## src/shared/l2ba_pkg.sv

```systemverilog
package l2ba_pkg;

    ////////////////////////////////////////////////////////////////////////////
    // Register byte addresses on the bus.
    localparam logic [31:0] L2BA_ADR_DMA_SRC  = 32'h0182_0108;
    localparam logic [31:0] L2BA_ADR_DMA_DST  = 32'h0182_010c;
    localparam logic [31:0] L2BA_ADR_DMA_CNT  = 32'h0182_0110;
    localparam logic [31:0] L2BA_ADR_CORE_PRI = 32'h0184_1000;
    localparam logic [31:0] L2BA_ADR_CONFIG   = 32'h0184_1004;
    localparam logic [31:0] L2BA_ADR_STATUS   = 32'h0184_1008;
    localparam logic [31:0] L2BA_ADR_MST_PRI1 = 32'h01c1_4114;
    localparam logic [31:0] L2BA_ADR_MST_PRI2 = 32'h01c1_4118;

    ////////////////////////////////////////////////////////////////////////////
    // Field layout.
    localparam int PRI_W          = 3;
    localparam int CORE_PRI_LSB   = 0;
    localparam int DMA_PRI_LSB    = 28;
    localparam int MST_FIELD_W    = 4;
    localparam int MST_PER_REG    = 8;
    localparam int CFG_LIMIT_LSB  = 0;
    localparam int CFG_ERRATA_BIT = 8;
    localparam int STAT_LOCAL_DMA_ENGINE_LSB  = 0;
    localparam int STAT_SLAVE_DMA_PORT_LSB  = 8;
    localparam int STAT_CORE_LSB  = 16;
    localparam int STAT_GNT_LSB   = 24;

    ////////////////////////////////////////////////////////////////////////////
    // Reset values and fixed levels.
    localparam logic [31:0]      CORE_PRI_RST  = 32'h0000_0001;
    localparam logic [31:0]      CONFIG_RST    = 32'h0000_0010;
    localparam logic [31:0]      MST_PRI_RST   = 32'h0000_0000;
    localparam logic [31:0]      DMA_REG_RST   = 32'h0000_0000;
    localparam logic [PRI_W-1:0] CMD_PRI_LEVEL = 3'h7;

    // Current owner of the RAM slice, Gray coded along none, core, local, port.
    typedef enum logic [1:0] {
        OWN_NONE = 2'b00,
        OWN_CORE = 2'b01,
        OWN_LOCAL_DMA_ENGINE = 2'b11,
        OWN_SLAVE_DMA_PORT = 2'b10
    } l2ba_owner_t;

endpackage

```

## src/design/l2ba_wait_counter.sv

```systemverilog
module l2ba_wait_counter #(
    parameter int CNT_W = 6
) (
    input  wire logic             mclk,
    input  wire logic             rst,
    input  wire logic             waiting,
    input  wire logic             blocked,
    input  wire logic             served,
    input  wire logic [CNT_W-1:0] limit,
    output logic      [CNT_W-1:0] count,
    output logic                  starving
);
    import l2ba_pkg::*;

    logic [CNT_W-1:0] count_q;
    logic [CNT_W-1:0] count_d;

    ////////////////////////////////////////////////////////////////////////////
    // Counting stops at the limit so the value never wraps back to a low count.
    always_comb begin
        count_d = count_q;
        if (served || !waiting) begin
            count_d = '0;
        end else if (blocked && (count_q < limit)) begin
            count_d = count_q + 1'b1;
        end
    end

    // One process holds the wait count.
    always_ff @(posedge mclk or posedge rst) begin
        if (rst) begin
            count_q <= '0;
        end else begin
            count_q <= count_d;
        end
    end

    // A limit of zero turns the boost off for this requester.
    assign count    = count_q;
    assign starving = waiting && (limit != '0) && (count_q >= limit);

endmodule

```

## src/design/l2ba_arbiter.sv

```systemverilog
// Functional notes
// RULE1: Core and DMA requests to the RAM compete, each with a priority and a wait counter.
// RULE2: Every non-core request, local engine or slave port master, is treated as DMA.
// RULE3: A wait counter climbs each cycle its request is held off by higher priority.
// RULE4: A counter at its wait limit lifts its request above all others for one slice.
// RULE5: Equal-priority core and DMA requests alternate so they share bandwidth evenly.
// RULE6: In affected-silicon mode the core always wins equal-priority ties.
// RULE7: In affected-silicon mode slave port requests stall while the core is at level 7.
// RULE8: Software should keep DMA and core priorities apart to avoid the tie behaviour.
// RULE9: Local engine and slave port at equal priority simply alternate, no penalty.
// RULE10: The core priority lives in a writable register at 0x01841000.
// RULE11: The local DMA priority is a shifted field of the count register at 0x01820110.
// RULE12: Slave port priority comes from the master's field at 0x01c14114 or 0x01c14118.
// RULE13: Priorities are three bits, and a lower value is the higher priority.
module l2ba_arbiter #(
    parameter int CNT_W     = 6,
    parameter int N_MASTERS = 16
) (
    input  wire logic        mclk,
    input  wire logic        rst,
    input  wire logic        wb_cyc_i,
    input  wire logic        wb_stb_i,
    input  wire logic        wb_we_i,
    input  wire logic [31:0] wb_adr_i,
    input  wire logic [3:0]  wb_sel_i,
    input  wire logic [31:0] wb_dat_i,
    output logic      [31:0] wb_dat_o,
    output logic             wb_ack_o,
    input  wire logic        coreReq,
    input  wire logic        idmaReq,
    input  wire logic        sdmaReq,
    input  wire logic [3:0]  sdmaMasterId,
    output logic             coreGnt,
    output logic             idmaGnt,
    output logic             sdmaGnt
);
    import l2ba_pkg::*;

    // The master table holds two registers of eight four-bit fields.
    if (N_MASTERS < 1 || N_MASTERS > 2 * MST_PER_REG || CNT_W < 1 || CNT_W > 8) begin : g_chk
        $error("l2ba_arbiter: unsupported N_MASTERS or CNT_W");
    end

    logic [31:0]      dmaSrc_q;
    logic [31:0]      dmaDst_q;
    logic [31:0]      dmaCnt_q;
    logic [31:0]      corePriReg_q;
    logic [31:0]      config_q;
    logic [31:0]      bus_master_priority_1_q;
    logic [31:0]      bus_master_priority_2_q;
    logic [31:0]      rdData;
    logic             wbAck_q;
    logic [31:0]      wbDat_q;
    logic             wbReq;
    logic             wbWrite;
    logic [PRI_W-1:0] corePri;
    logic [PRI_W-1:0] idmaPri;
    logic [PRI_W-1:0] sdmaPri;
    logic [PRI_W-1:0] masterPri [N_MASTERS];
    logic [CNT_W-1:0] waitLimit;
    logic             errataMode;
    logic             sdmaStalled;
    logic             sdmaValid;
    logic [CNT_W-1:0] coreCount;
    logic [CNT_W-1:0] idmaCount;
    logic [CNT_W-1:0] sdmaCount;
    logic             coreStarve;
    logic             idmaStarve;
    logic             sdmaStarve;
    logic [PRI_W:0]   coreKey;
    logic [PRI_W:0]   idmaKey;
    logic [PRI_W:0]   sdmaKey;
    logic [PRI_W:0]   dmaKey;
    logic             dmaValid;
    logic             dmaPickSdma;
    logic             dmaTie;
    logic             coreDmaTie;
    l2ba_owner_t      owner;
    logic [PRI_W-1:0] winPri;
    logic             dmaTurn_q;
    logic             coreTurn_q;
    logic             coreGnt_q;
    logic             idmaGnt_q;
    logic             sdmaGnt_q;

    ////////////////////////////////////////////////////////////////////////////
    // Byte-lane merge for register writes.
    function automatic logic [31:0] merge(input logic [31:0] old, input logic [31:0] nw,
                                          input logic [3:0] sel);
        logic [31:0] res;
        res = old;
        for (int b = 0; b < 4; b++) begin
            if (sel[b]) begin
                res[b*8 +: 8] = nw[b*8 +: 8];
            end
        end
        return res;
    endfunction

    // A request is served once; ack drops in the cycle after it was given.
    assign wbReq   = wb_cyc_i && wb_stb_i && !wbAck_q;
    assign wbWrite = wbReq && wb_we_i;

    ////////////////////////////////////////////////////////////////////////////
    // Bus answer: one wait state, read data registered with the ack.
    always_ff @(posedge mclk or posedge rst) begin
        if (rst) begin
            wbAck_q <= 1'b0;
            wbDat_q <= '0;
        end else begin
            wbAck_q <= wbReq;
            wbDat_q <= wbReq && !wb_we_i ? rdData : '0;
        end
    end

    // Write effects on the local DMA channel registers.
    // RULE11: priority written with the byte count
    always_ff @(posedge mclk or posedge rst) begin
        if (rst) begin
            dmaSrc_q <= DMA_REG_RST;
            dmaDst_q <= DMA_REG_RST;
            dmaCnt_q <= DMA_REG_RST;
        end else if (wbWrite) begin
            if (wb_adr_i == L2BA_ADR_DMA_SRC) begin
                dmaSrc_q <= merge(dmaSrc_q, wb_dat_i, wb_sel_i);
            end
            if (wb_adr_i == L2BA_ADR_DMA_DST) begin
                dmaDst_q <= merge(dmaDst_q, wb_dat_i, wb_sel_i);
            end
            if (wb_adr_i == L2BA_ADR_DMA_CNT) begin
                dmaCnt_q <= merge(dmaCnt_q, wb_dat_i, wb_sel_i);
            end
        end
    end

    // Core priority and arbiter configuration.
    // RULE10: core priority register write
    always_ff @(posedge mclk or posedge rst) begin
        if (rst) begin
            corePriReg_q <= CORE_PRI_RST;
            config_q     <= CONFIG_RST;
        end else if (wbWrite) begin
            if (wb_adr_i == L2BA_ADR_CORE_PRI) begin
                corePriReg_q <= merge(corePriReg_q, wb_dat_i, wb_sel_i);
            end
            if (wb_adr_i == L2BA_ADR_CONFIG) begin
                config_q <= merge(config_q, wb_dat_i, wb_sel_i);
            end
        end
    end

    // System master priority table.
    // RULE12: master priority registers
    always_ff @(posedge mclk or posedge rst) begin
        if (rst) begin
            bus_master_priority_1_q <= MST_PRI_RST;
            bus_master_priority_2_q <= MST_PRI_RST;
        end else if (wbWrite) begin
            if (wb_adr_i == L2BA_ADR_MST_PRI1) begin
                bus_master_priority_1_q <= merge(bus_master_priority_1_q, wb_dat_i, wb_sel_i);
            end
            if (wb_adr_i == L2BA_ADR_MST_PRI2) begin
                bus_master_priority_2_q <= merge(bus_master_priority_2_q, wb_dat_i, wb_sel_i);
            end
        end
    end

    ////////////////////////////////////////////////////////////////////////////
    // Read mux; unmapped addresses answer with zero so the bus never hangs.
    always_comb begin
        rdData = '0;
        case (wb_adr_i)
            L2BA_ADR_DMA_SRC:  rdData = dmaSrc_q;
            L2BA_ADR_DMA_DST:  rdData = dmaDst_q;
            L2BA_ADR_DMA_CNT:  rdData = dmaCnt_q;
            L2BA_ADR_CORE_PRI: rdData = corePriReg_q;
            L2BA_ADR_CONFIG:   rdData = config_q;
            L2BA_ADR_MST_PRI1: rdData = bus_master_priority_1_q;
            L2BA_ADR_MST_PRI2: rdData = bus_master_priority_2_q;
            L2BA_ADR_STATUS: begin
                rdData[STAT_LOCAL_DMA_ENGINE_LSB +: CNT_W] = idmaCount;
                rdData[STAT_SLAVE_DMA_PORT_LSB +: CNT_W] = sdmaCount;
                rdData[STAT_CORE_LSB +: CNT_W] = coreCount;
                rdData[STAT_GNT_LSB +: 3]      = {sdmaGnt_q, idmaGnt_q, coreGnt_q};
            end
            default: rdData = '0;
        endcase
    end

    ////////////////////////////////////////////////////////////////////////////
    // Priority fields; the master table is one field per master.
    // RULE13: three-bit levels
    for (genvar m = 0; m < N_MASTERS; m++) begin : g_mst
        if (m < MST_PER_REG) begin : g_lo
            assign masterPri[m] = bus_master_priority_1_q[m*MST_FIELD_W +: PRI_W];
        end else begin : g_hi
            assign masterPri[m] = bus_master_priority_2_q[(m-MST_PER_REG)*MST_FIELD_W +: PRI_W];
        end
    end

    assign corePri    = corePriReg_q[CORE_PRI_LSB +: PRI_W];
    assign idmaPri    = dmaCnt_q[DMA_PRI_LSB +: PRI_W];
    // An out-of-range master id falls back to the lowest priority.
    assign sdmaPri    = (int'(sdmaMasterId) < N_MASTERS) ? masterPri[sdmaMasterId] : 3'h7;
    assign waitLimit  = config_q[CFG_LIMIT_LSB +: CNT_W];
    assign errataMode = config_q[CFG_ERRATA_BIT];

    // RULE7: level-7 command logic starves the port
    assign sdmaStalled = errataMode && (corePri == CMD_PRI_LEVEL);
    assign sdmaValid   = sdmaReq && !sdmaStalled;

    ////////////////////////////////////////////////////////////////////////////
    // Sort keys: a starving request drops its top bit and outranks every request that is not starving.
    // RULE4: boost a starved request
    assign coreKey = {!coreStarve, corePri};
    assign idmaKey = {!idmaStarve, idmaPri};
    assign sdmaKey = {!sdmaStarve, sdmaPri};

    // Pick between the two DMA sources first; both count as one class.
    // RULE2: local and port requests are DMA
    // RULE9: equal local and port take turns
    always_comb begin
        dmaTie      = idmaReq && sdmaValid && (idmaKey == sdmaKey);
        dmaPickSdma = 1'b0;
        if (idmaReq && sdmaValid) begin
            dmaPickSdma = dmaTie ? dmaTurn_q : (sdmaKey < idmaKey);
        end else begin
            dmaPickSdma = sdmaValid;
        end
        dmaValid = idmaReq || sdmaValid;
        dmaKey   = dmaPickSdma ? sdmaKey : idmaKey;
    end

    // Core against the DMA class.
    // RULE1: core against DMA
    // RULE5: ties alternate in intended mode
    // RULE6: ties favour the core in affected mode
    always_comb begin
        coreDmaTie = coreReq && dmaValid && (coreKey == dmaKey);
        owner      = OWN_NONE;
        if (coreReq && (!dmaValid || (coreKey < dmaKey) ||
                        (coreDmaTie && (errataMode || !coreTurn_q)))) begin
            owner = OWN_CORE;
        end else if (dmaValid) begin
            owner = dmaPickSdma ? OWN_SLAVE_DMA_PORT : OWN_LOCAL_DMA_ENGINE;
        end
    end

    // Raw priority of the winner, used to decide who was held off.
    always_comb begin
        case (owner)
            OWN_CORE: winPri = corePri;
            OWN_LOCAL_DMA_ENGINE: winPri = idmaPri;
            OWN_SLAVE_DMA_PORT: winPri = sdmaPri;
            default:  winPri = 3'h7;
        endcase
    end

    ////////////////////////////////////////////////////////////////////////////
    // One wait counter per requester: core, local engine, port. Equal-priority losses do not count,
    // which is what lets the core lock out DMA in affected mode.
    // RULE3: count cycles held off by higher priority
    l2ba_wait_counter #(.CNT_W(CNT_W)) u_core_wait (
        .mclk     (mclk),
        .rst      (rst),
        .waiting  (coreReq),
        .blocked  (owner != OWN_CORE && owner != OWN_NONE && winPri < corePri),
        .served   (owner == OWN_CORE),
        .limit    (waitLimit),
        .count    (coreCount),
        .starving (coreStarve)
    );

    l2ba_wait_counter #(.CNT_W(CNT_W)) u_local_dma_engine_wait (
        .mclk     (mclk),
        .rst      (rst),
        .waiting  (idmaReq),
        .blocked  (owner != OWN_LOCAL_DMA_ENGINE && owner != OWN_NONE && winPri < idmaPri),
        .served   (owner == OWN_LOCAL_DMA_ENGINE),
        .limit    (waitLimit),
        .count    (idmaCount),
        .starving (idmaStarve)
    );

    // A stalled port request waits but is never counted as held off.
    l2ba_wait_counter #(.CNT_W(CNT_W)) u_slave_dma_port_wait (
        .mclk     (mclk),
        .rst      (rst),
        .waiting  (sdmaReq),
        .blocked  (sdmaValid && owner != OWN_SLAVE_DMA_PORT && owner != OWN_NONE && winPri < sdmaPri),
        .served   (owner == OWN_SLAVE_DMA_PORT),
        .limit    (waitLimit),
        .count    (sdmaCount),
        .starving (sdmaStarve)
    );

    ////////////////////////////////////////////////////////////////////////////
    // Turn flags point at the side that lost the last tie.
    always_ff @(posedge mclk or posedge rst) begin
        if (rst) begin
            dmaTurn_q  <= 1'b0;
            coreTurn_q <= 1'b0;
        end else begin
            if (dmaTie && (owner == OWN_LOCAL_DMA_ENGINE || owner == OWN_SLAVE_DMA_PORT)) begin
                dmaTurn_q <= (owner == OWN_LOCAL_DMA_ENGINE);
            end
            if (coreDmaTie && !errataMode) begin
                coreTurn_q <= (owner == OWN_CORE);
            end
        end
    end

    // Grants are registered: one slice per cycle, one owner at a time.
    always_ff @(posedge mclk or posedge rst) begin
        if (rst) begin
            coreGnt_q <= 1'b0;
            idmaGnt_q <= 1'b0;
            sdmaGnt_q <= 1'b0;
        end else begin
            coreGnt_q <= (owner == OWN_CORE);
            idmaGnt_q <= (owner == OWN_LOCAL_DMA_ENGINE);
            sdmaGnt_q <= (owner == OWN_SLAVE_DMA_PORT);
        end
    end

    assign coreGnt  = coreGnt_q;
    assign idmaGnt  = idmaGnt_q;
    assign sdmaGnt  = sdmaGnt_q;
    assign wb_ack_o = wbAck_q;
    assign wb_dat_o = wbDat_q;
endmodule

```

## config.mk

```make
export PLATFORM = sky130hd
export DESIGN_NAME = l2ba_arbiter
export DESIGN_NICKNAME = d
export VERILOG_FILES = /design/src/shared/l2ba_pkg.sv /design/src/design/l2ba_wait_counter.sv /design/src/design/l2ba_arbiter.sv
export SDC_FILE = /design/constraint.sdc
export NUM_CORES = 1
export LEC_CHECK = 0
export BUFFER_PORTS_ARGS = -buffer_cell sky130_fd_sc_hd__buf_2
export CORE_UTILIZATION = 25
export CTS_BUF_LIST = sky130_fd_sc_hd__clkbuf_4 sky130_fd_sc_hd__clkbuf_8
export CTS_CLUSTER_SIZE = 14
export DETAILED_ROUTE_END_ITERATION = 8
export SYNTH_ARGS = -nofsm -noshare
export SYNTH_HDL_FRONTEND = slang
export SYNTH_SLANG_ARGS = --single-unit
```

## constraint.sdc

```tcl
create_clock -name mclk -period 9.6 [get_ports mclk]
set_clock_uncertainty 0.05 [all_clocks]
set_input_delay 0.48 -clock mclk [delete_from_list [all_inputs] [get_ports mclk]]
set_output_delay 0.48 -clock mclk [all_outputs]
set_load 0.1 [all_outputs]
```

After elaboration in Yosys (flattened, before gate mapping):

Index checks and enable logic that the tools add are counted.

* order comparisons: 12
* equal/unequal tests: 17
* bitwise gates (word level): 1
* multiplexer cells: 25
* reduce and logical (&&, ||, !) cells: 83
* add/subtract/negate cells: 3

Operators by type and width (count)
* $eq 32x25->1 const B: 8
* $pmux 6 s8: 3
* $reduce_and 3->1: 28
* $pmux 2 s7: 3
* $mux 6: 6
* $pmux 5 s7: 1
* $mux 32: 1
* $logic_and 1x1->1: 30
* $pmux 3 s8: 1
* $add 6x1->6 const B: 3
* $ge 6x6->1: 3
* $lt 6x6->1: 3
* $bmux 3 s4: 1
* $logic_not 1->1: 12
* $lt 3x3->1: 3
* $pmux 3 s3: 1
* $eq 4x4->1: 2
* $logic_or 1x1->1: 8
* $lt 4x4->1: 2
* $reduce_bool 2->1: 4
* $mux 3: 2
* $reduce_bool 6->1: 1
* $ge 5x5->1 const B: 1
* $not 4->5: 1
* 8 further kinds: 13

* logic and storage cells: 179
* output and inout port bits: 36
* input bits: 80
* bits in registers: 280

Logic depth before layout (Yosys ltp):

Gate-level depths: netlist of run 1.

* depth after elaboration: 22
* depth in mapped cells: 29
* mapped depth without buffers: 29

By module:

A second synthesis of run 1 with hierarchy kept.

* cells, all modules: 1162
* area total of the unflattened synthesis: 14346.3 um^2

By module, submodules not included
* l2ba_arbiter: seq. area each 6558.8 um^2, times used 1, cells each 982, area each 12751.0 um^2
* l2ba_wait_counter: seq. area each 150.1 um^2, times used 3, cells each 60, area each 531.8 um^2

Least setup slack after synthesis of run 1:

Ideal clock, no wire load.

* path type: input to register
* from: in sdmaMasterId[0]
* to: reg u_slave_dma_port_wait.count_q[2] (netlist: u_slave_dma_port_wait.count[2])
* path buffers: 1
* cell stages on the path: 25
* required time: 9.426 ns
* setup time: 0.124 ns
* slack: 3.171 ns
* arrival time: 6.256 ns
* path through: buf_6 -> mux4_2 -> mux4_2 -> ha_1 -> nor2b_1 -> o21ai_0 -> nand3_1 -> a31oi_1 -> nand2b_1 -> nand2b_1 -> ha_1 -> and3_1 -> nand3_1 -> o32ai_1 -> a31oi_1 -> inv_1 -> ha_1 -> a22oi_1 -> nand3_1 -> ha_1 -> a21oi_1 -> or4b_2 -> nor4b_1 -> xnor2_1 -> nor2_1

* cells in the longest elaborated chain, start to end: 21
* elaborated cells between the ends (all ways): 34
* classes of those cells: 3 x order compare; 6 x eq/ne; 11 x mux; 1 x bitwise; 13 x reduce/logical

RTL lines
* start, declared: line l2ba_arbiter.sv:32 `input wire logic [3:0] sdmaMasterId,`
* $not 4->5 (implied by the code) *: line l2ba_arbiter.sv:204 `assign sdmaPri = (int'(sdmaMasterId) < N_MASTERS) ? masterPri[sdmaMasterId] : 3'h7;`
* $bmux 3 s4 *: line l2ba_arbiter.sv:204
* $mux 3 (implied by the code) * (2 in series): line l2ba_arbiter.sv:204
* parallel branches: the longest is 10 deep, another holds $lt 4x4->1
* $mux 2 *: line l2ba_arbiter.sv:241 `if (coreReq && (!dmaValid || (coreKey < dmaKey) ||`
* $eq 2x2->1 *
* named net u_local_dma_engine_wait.served: line l2ba_wait_counter.sv:8 `input wire logic served,`
* $pmux 3 s3 *: line l2ba_arbiter.sv:251 `case (owner)`
* $lt 3x3->1 *: line l2ba_arbiter.sv:290 `.blocked (sdmaValid && owner != OWN_SLAVE_DMA_PORT && owner != OWN_NONE && winPri < sdmaPri),`
* $logic_and 1x1->1 *: line l2ba_arbiter.sv:290
* $logic_and 1x1->1 *: line l2ba_wait_counter.sv:24 `end else if (blocked && (count_q < limit)) begin`
* $reduce_bool 2->1 (no source line) *
* end signal, assigned: line l2ba_wait_counter.sv:34 `count_q <= count_d;`
* end, declared: line l2ba_wait_counter.sv:15 `logic [CNT_W-1:0] count_q;`

Mark *: on every way through the listed nets, which the timed path passes. The select of a mux whose other input is x is not followed.
A chain may end at the register's enable or synchronous reset.

Worst setup path after layout of run 1:

* from: reg config_q[3]
* to: reg u_core_wait.count_q[3] (netlist: u_core_wait.count[3])

* cells in the longest elaborated chain, start to end: 21
* elaborated cells between the ends (all ways): 43
* classes of those cells: 7 x order compare; 6 x eq/ne; 8 x mux; 22 x reduce/logical

RTL lines
* start, declared: line l2ba_arbiter.sv:48 `logic [31:0] config_q;`
* start signal, assigned: line l2ba_arbiter.sv:147 `config_q <= merge(config_q, wb_dat_i, wb_sel_i);`
* parallel branches: the longest is 14 deep, another holds $ge 6x6->1
* $mux 2 *: line l2ba_arbiter.sv:241
* $eq 2x2->1 *
* named net u_local_dma_engine_wait.served: line l2ba_wait_counter.sv:8
* $pmux 3 s3 *: line l2ba_arbiter.sv:251
* $lt 3x3->1 *: line l2ba_arbiter.sv:267 `.blocked (owner != OWN_CORE && owner != OWN_NONE && winPri < corePri),`
* $logic_and 1x1->1 *: line l2ba_arbiter.sv:267
* $logic_and 1x1->1 *: line l2ba_wait_counter.sv:24
* $reduce_bool 2->1 (no source line) *
* end signal, assigned: line l2ba_wait_counter.sv:34
* end, declared: line l2ba_wait_counter.sv:15

Mark *: on every way through the listed nets, which the timed path passes.

==> impl_metrics.env, run 1 <==
export IMPL_synth_seq_cells=280
export IMPL_cts_buffer_depth=3
export IMPL_seqCellArea_sq_mm=0.00701
export IMPL_peakVddDrop_v=0.000122
export IMPL_clkSinkCount=280
export IMPL_timing_rr_end="u_core_wait.count[3]$_DFFE_PP0P_"
export IMPL_min_from="wb_dat_i[0]"
export IMPL_crit_top_cell="ha_1"
export IMPL_tns_ps=0
export IMPL_syn_to_final_growth_pct=18.4
export IMPL_power_density_mw_per_mm2=163
export IMPL_io_buffers=115
export IMPL_die_h_um=232
export IMPL_path_max_fanout=6
export IMPL_gp_congestion=0.900
export IMPL_setup_viol=0
export IMPL_viasPerCell=5.10
export IMPL_synth_common_cells="dfrtp_1, mux2_2, a222oi_1"
export IMPL_grt_pass1_vias=9842
export IMPL_dr_pass1_iters=8
export IMPL_rows=83
export IMPL_whs_path_depth=3
export IMPL_grt_overflow=0
export IMPL_fin_area_sq_mm=0.0156
export IMPL_synth_largest_area_cell="dfrtp_1"
export IMPL_io_pins=116
export IMPL_min_period_ps=7480
export IMPL_num_vias=9432
export IMPL_slowest_stage="o311ai_0"
export IMPL_async_reset_ff_frac=1.00
export IMPL_grt_use_total=0.150
export IMPL_dp_cells=1760
export IMPL_rsz0062_at_grt="no"
export IMPL_worst_slew_pin_slew_ps=1070
export IMPL_synth_top_area_frac=0.528
export IMPL_path_clk_slew_ps=60
export IMPL_drt_first_iter_violations=870
export IMPL_syn_area_per_cell_sq_um=13.2
export IMPL_power_mw=2.54
export IMPL_drc=0
export IMPL_critPathKind="register to register"
export IMPL_rr_startpoint="config_q[3]$_DFFE_PP0P_"
export IMPL_multi_input_area_sq_mm=0.00587
export IMPL_start_kind="register"
export IMPL_end_kind="register"
export IMPL_ys_warn_count=0
export IMPL_synth_edf_count=0
export IMPL_nNetsFinal=1249
export IMPL_wl_mm=39.6
export IMPL_antenna_found_initial=5
export IMPL_dpl_worst_slack_ps=2110
export IMPL_crit_path_max_incr_delay_ps=650
export IMPL_post_route_cells_drive_above_1_share=0.402
export IMPL_grt_pass1_wl_mm=61.1
export IMPL_cts_buffers=48
export IMPL_clkLatencyLatePin_ps=630
export IMPL_grt_start_max_net_pins=121
export IMPL_rr_worst_depth=29
export IMPL_htreeDepth=2
export IMPL_root_buffer="clkbuf_8"
export IMPL_status="finished, final reports clean"
export IMPL_slew_violations=0
export IMPL_syn_inst=998
export IMPL_hold_violations=0
export IMPL_fin_crit_sh=0.779
export IMPL_cts_tree="done"
export IMPL_synthFlopType="dfrtp_1"
export IMPL_fp_dieW_um=232
export IMPL_slew_headroom=0.286
export IMPL_wl_per_cell_um=21.4
export IMPL_ys_types=61
export IMPL_hp_class="input port to register"
export IMPL_dieArea_sq_mm=0.0536
export IMPL_max_freq_mhz=134
export IMPL_maxCapViolCount=0
export IMPL_ant_nets=0
export IMPL_p_leak_nw=7.25
export IMPL_dpl_cell_area_sq_mm=0.0145
export IMPL_min_to="corePriReg_q[0]$_DFFE_PP1P_"
export IMPL_synth_most_common_cell="dfrtp_1"
export IMPL_start_util=0.255
export IMPL_stdcell_count=1849
export IMPL_arrival_ps=7950
export IMPL_synth_area_leaders="dfrtp_1, mux2_2, a222oi_1"
export IMPL_r2r_slack_ps=2120
export IMPL_synth_fp_nets=1116
export IMPL_core_sq_mm=0.0517
export IMPL_synth_seq_area_share=0.532
export IMPL_required_ps=10070
export IMPL_synth_area_sq_mm=0.0132
export IMPL_cts_resized=0
export IMPL_dp_hpwl_mm=27.9
export IMPL_nFillCells=5299
export IMPL_timing_final_ws_setup_ps=2120
[metrics by stage]
| stage | hold slack, ps | utilization |
|---|---|---|
| after floorplan | 407 | - |
| after global placement | 416 | 0.280 |
| after detailed placement | 426 | 0.280 |
| after CTS | 49.3 | 0.302 |
| after global routing | 98.2 | 0.302 |
| final | 88.0 | 0.302 |
[cell type report]
cell class,instances,share of cell area
flip-flops and latches,280,0.449
multi-input cells,649,0.376
clock buffers,78,0.0624
well taps,680,0.0546
repair buffers,127,0.0428
clock inverters,9,0.00802
inverters,25,0.00650
diodes,1,0.000160
[worst max path at each step]
stage                       startpoint                                    endpoint  slack [ps]  depth (start not counted)
6_report       config_q[3]$_DFFE_PP0P_            u_core_wait.count[3]$_DFFE_PP0P_        2120                         29
5_1_grt        config_q[3]$_DFFE_PP0P_            u_core_wait.count[3]$_DFFE_PP0P_        1690                         29
4_1_cts        config_q[4]$_DFFE_PP1P_            u_core_wait.count[3]$_DFFE_PP0P_        2310                         28
3_5_place_dp           sdmaMasterId[0]  u_slave_dma_port_wait.count[1]$_DFFE_PP0P_        2110                         25
3_3_place_gp           sdmaMasterId[0]  u_slave_dma_port_wait.count[2]$_DFFE_PP0P_        2240                         25
2_1_floorplan                      rst      bus_master_priority_1_q[0]$_DFFE_PP0P_        1350                          1
[layout by cell type (no fill, tap or decap), types with 3 or more instances in the layout]
cell type  instances
clkbuf_8          62
nand2_1           32
bufinv_16          3
and2_1             6
a21o_1             5
ha_1              38
dfrtp_1          278
nor4b_1            3
mux2_1             8
and4_1             3
a31oi_1           34
buf_4             11
clkinv_2           4
mux2_2           208
or3_1              3
nor3_2             5
clkbuf_4          16
xnor2_1            8
nor2_1            30
and3_1             3
nor2_2             8
a22oi_1           46
nor3_1             9
nor4_1             6
a21oi_1           16
mux4_2            14
nand4_1            9
nor2b_1           11
o311a_1            3
xor2_1             3
mux2i_1            8
inv_1             24
a222oi_1          52
buf_2            115
nand3_1           18
o21ai_0           17
nand2b_1           9
[repair_timing]
action	CTS	global route
setup buffers	0	0
hold endpoints to repair	2	0
hold buffers	1	0
[worst max-delay path: cells and delay by family, from the launching register on]
| kind | cells | cell delay [ps] |
|---|---|---|
| adders and majority gates | 5 | 1490 |
| and+or+nand+nor | 11 | 2150 |
| buffers and inverters | 2 | 310 |
| AOI/OAI and AO/OA | 11 | 2990 |
| DFF | 1 | 390 |
[routing by layer]
layer  vias up  share of wire  wire (um)  track usage
met1      4890           0.45      17900        0.207
met3        68          0.066       2610       0.0327
li1       4131              -          -            -
met5         -        0.00073         29            0
met2       339           0.46      18100        0.228
met4         4          0.024        966       0.0572
[cell families (layout without fill, tap and decap cells)]
logic type / after synthesis / after routing / share of synthesized area
buffers and inverters: 69 / 239 / 0.0242
other: 0 / 1 / 0
XOR/XNOR: 11 / 11 / 0.00731
adder cells (fa/ha/maj): 38 / 38 / 0.0361
AO/OA/AOI/OAI: 186 / 186 / 0.108
AND/OR/NAND/NOR: 176 / 176 / 0.0773
multiplexers: 238 / 238 / 0.215
flip-flops: 280 / 280 / 0.532
[power breakdown]
| part | switching (mW) | internal [mW] |
|---|---|---|
| logic | 0.0899 | 0.0379 |
| registers | 0.00933 | 1.19 |
| clock network | 0.498 | 0.721 |
| total | 0.597 | 1.94 |
[sequential cells by signal, summed over array words and instances (netlist names), 32 cells and up]
signal,flops
dmaSrc_q,32
corePriReg_q,32
config_q,32
bus_master_priority_2_q,32
dmaDst_q,32
wb_dat_o,32
dmaCnt_q,32
bus_master_priority_1_q,32
(Power assumes the default switching activity.)
==> inputs of run 2 (changes only) <==
--- a/config.mk
+++ b/config.mk
@@ -5,6 +5,7 @@
 export SDC_FILE = /design/constraint.sdc
 export NUM_CORES = 1
 export LEC_CHECK = 0
+export ABC_AREA = 1
 export BUFFER_PORTS_ARGS = -buffer_cell sky130_fd_sc_hd__buf_2
 export CORE_UTILIZATION = 25
 export CTS_BUF_LIST = sky130_fd_sc_hd__clkbuf_4 sky130_fd_sc_hd__clkbuf_8
==> constraint.sdc (replaced) <==
create_clock -name mclk -period 6.9 [get_ports mclk]
set_clock_uncertainty 0.05 [all_clocks]
set_input_delay 0.345 -clock mclk [delete_from_list [all_inputs] [get_ports mclk]]
set_output_delay 0.345 -clock mclk [all_outputs]
set_load 0.1 [all_outputs]
==> run 2 against run 1 <==
- global-route usage is 1.0 points higher
- via count is 32% higher
- register-to-register slack worse by 1300 ps
- sequential power is 38% higher
- worst hold slack worse by 35 ps
- clock-buffer cell count stayed put
- setup slack worse by 1300 ps
- non-clock buffer count is 5 higher
- first-iteration DRC count is 11% higher
- synthesized cell count is 76% higher
- combinational power is 63% higher
- critical endpoint is now u_slave_dma_port_wait.count[4]$_DFFE_PP0P_
==> impl_metrics.env, run 2 <==
export IMPL_ctsHoldBuffers=3
export IMPL_root_buffer="clkbuf_8"
export IMPL_path_clk_slew_ps=60
export IMPL_synth_area_sq_mm=0.0139
export IMPL_grt_use_total=0.160
export IMPL_async_reset_ff_frac=1.00
export IMPL_stdcell_count=2660
export IMPL_required_ps=7300
export IMPL_die_h_um=238
export IMPL_post_route_cells_drive_above_1_share=0.135
export IMPL_ys_types=40
export IMPL_critPathLaunch="config_q[4]$_DFFE_PP1P_"
export IMPL_dr_pass1_iters=5
export IMPL_viasPerCell=4.68
export IMPL_grt_pass1_vias=12100
export IMPL_worst_slew_pin_slew_ps=916
export IMPL_p_leak_nw=7.87
export IMPL_worst_hold_slack_ps=53.2
export IMPL_slew_headroom=0.389
export IMPL_end_kind="register"
export IMPL_nNetsFinal=1991
export IMPL_met1_usage=0.213
export IMPL_crit_top_cell="nand2_1"
export IMPL_cts_setup_buffers=0
export IMPL_grtUsageMet3=0.0357
export IMPL_peakVddDrop_v=0.000119
export IMPL_core_sq_mm=0.0551
export IMPL_slowest_stage="dfstp_2"
export IMPL_setup_viol=0
export IMPL_synth_top_area_frac=0.499
export IMPL_gp_congestion=0.881
export IMPL_rr_worst_depth=35
export IMPL_groute_layer_met2_usage=0.255
export IMPL_grt_pass1_wl_mm=71.0
export IMPL_grt_overflow=0
export IMPL_synthFlopType="dfrtp_1"
export IMPL_dp_hpwl_mm=31.9
export IMPL_syn_inst=1758
export IMPL_wl_mm=45.3
export IMPL_synth_fp_nets=1876
export IMPL_slew_violations=0
export IMPL_cts_buffers=49
export IMPL_drt_first_iter_violations=965
export IMPL_layout_commonest_cell="nand2_1"
export IMPL_cts_resized=0
export IMPL_cts_tree="done"
export IMPL_cts_buffer_depth=3
export IMPL_drc=0
export IMPL_num_vias=12500
export IMPL_synth_largest_area_cell="dfrtp_1"
export IMPL_synth_common_cells="nand2_1, dfrtp_1, o21ai_0"
export IMPL_path_max_fanout=9
export IMPL_syn_to_final_growth_pct=17.3
export IMPL_arrival_ps=6450
export IMPL_dp_cells=2567
export IMPL_status="finished, final reports clean"
export IMPL_maxCapViolCount=0
export IMPL_rr_startpoint="config_q[4]$_DFFE_PP1P_"
export IMPL_min_period_ps=6060
export IMPL_power_density_mw_per_mm2=215
export IMPL_crit_end="u_slave_dma_port_wait.count[4]$_DFFE_PP0P_"
export IMPL_critPathKind="register to register"
export IMPL_io_pins=116
export IMPL_start_util=0.253
export IMPL_dieArea_sq_mm=0.0567
export IMPL_clkSinkCount=280
export IMPL_syn_area_per_cell_sq_um=7.93
export IMPL_fin_crit_sh=0.878
export IMPL_ys_warn_count=0
export IMPL_r2r_slack_ps=840
export IMPL_start_kind="register"
export IMPL_grt_start_max_net_pins=160
export IMPL_crit_path_max_incr_delay_ps=550
export IMPL_wl_per_cell_um=17.0
export IMPL_timing_rr_end="u_slave_dma_port_wait.count[4]$_DFFE_PP0P_"
export IMPL_layout_common_cells="nand2_1, dfrtp_1, o21ai_0"
export IMPL_hp_class="input port to register"
export IMPL_synth_most_common_cell="nand2_1"
export IMPL_clkLatencyLatePin_ps=600
export IMPL_synth_area_leaders="dfrtp_1, nand2_1, o21ai_0"
export IMPL_hold_violations=0
export IMPL_htreeDepth=2
export IMPL_max_freq_mhz=165
export IMPL_synth_edf_count=0
export IMPL_antenna_found_initial=5
export IMPL_ant_nets=0
export IMPL_synth_seq_area_share=0.503
export IMPL_rows=86
export IMPL_fp_dieW_um=238
export IMPL_rsz0062_at_grt="no"
export IMPL_io_buffers=115
export IMPL_synth_seq_cells=280
export IMPL_busiest_layer="met2"
export IMPL_tns_ps=0
export IMPL_power_mw=3.53
run 2: cell count changes after synthesis, sizes merged, moves of 11 or more:
cell,before,now
clkbuf,25,40
inv,25,161
o211ai,0,12
nand2,32,526
a31oi,34,0
o21ai,18,262
nor2b,11,0
mux4,14,0
nor2,38,136
nand4,9,40
mux2,216,0
a222oi,52,0
a22oi,46,0
nand3,22,177
run 2: where the power goes:
part	total (mW)	internal, mW	leakage (nW)	switching, mW
clock	1.66	0.969	0.578	0.692
combinational	0.209	0.0507	3.39	0.158
sequential	1.66	1.65	3.90	0.00601
total	3.53	2.67	7.87	0.856
run 2: worst min-delay path by stage:
| stage | depth (start not counted) | end | startpoint | slack [ps] |
|---|---|---|---|---|
| floorplan | 2 | bus_master_priority_1_q[0]$_DFFE_PP0P_ | bus_master_priority_1_q[0]$_DFFE_PP0P_ | 400 |
| global placement | 2 | corePriReg_q[28]$_DFFE_PP0P_ | corePriReg_q[28]$_DFFE_PP0P_ | 420 |
| detailed placement | 2 | dmaSrc_q[8]$_DFFE_PP0P_ | dmaSrc_q[8]$_DFFE_PP0P_ | 420 |
| CTS | 3 | dmaSrc_q[22]$_DFFE_PP0P_ | wb_dat_i[22] | 30 |
| global route | 3 | dmaSrc_q[23]$_DFFE_PP0P_ | wb_dat_i[23] | 70 |
| finish | 3 | dmaSrc_q[22]$_DFFE_PP0P_ | wb_dat_i[22] | 50 |
run 2: stage by stage:
| step | setup WS, ps | area, sq um | util |
|---|---|---|---|
| global route | 265 | 16400 | 0.297 |
| finish | 844 | 16400 | 0.297 |
| detailed placement | 808 | 15200 | 0.277 |
| CTS | 880 | 16400 | 0.297 |
| global placement | 1030 | 15200 | 0.277 |
| floorplan | 1460 | 13900 | - |
run 2: worst max-delay path, delay by kind of cell, from the launching register on:
kind	cells	cell delay (ps)
AOI/OAI and AO/OA	8	1570
adders and majority gates	5	1550
buffers and inverters	5	370
DFF	1	550
and+or+nand+nor	17	1860
run 2: cell families after synthesis:
family	count (synthesis)	share of synthesized area
AOI/OAI and AO/OA	299	0.112
DFF	280	0.503
and+or+nand+nor	900	0.276
adders and majority gates	38	0.0341
xor gates and xnor gates	12	0.00754
buffers and inverters	229	0.0673
run 2: area by class of cell:
type / count / area [sq um]
fill: 5994 / 38700
sequential: 280 / 7010
multi-input combinational: 1249 / 6000
clock buffer: 78 / 973
tap: 748 / 936
timing repair buffer: 132 / 723
inverter: 161 / 608
clock inverter: 9 / 105
antenna: 3 / 7.51
run 2: metal layers:
layer / vias to the layer above / wire length, um
li1: 5994 / -
met1: 5994 / 20300
met2: 384 / 20600
met3: 81 / 3050
met4: 6 / 1310
met5: - / 32
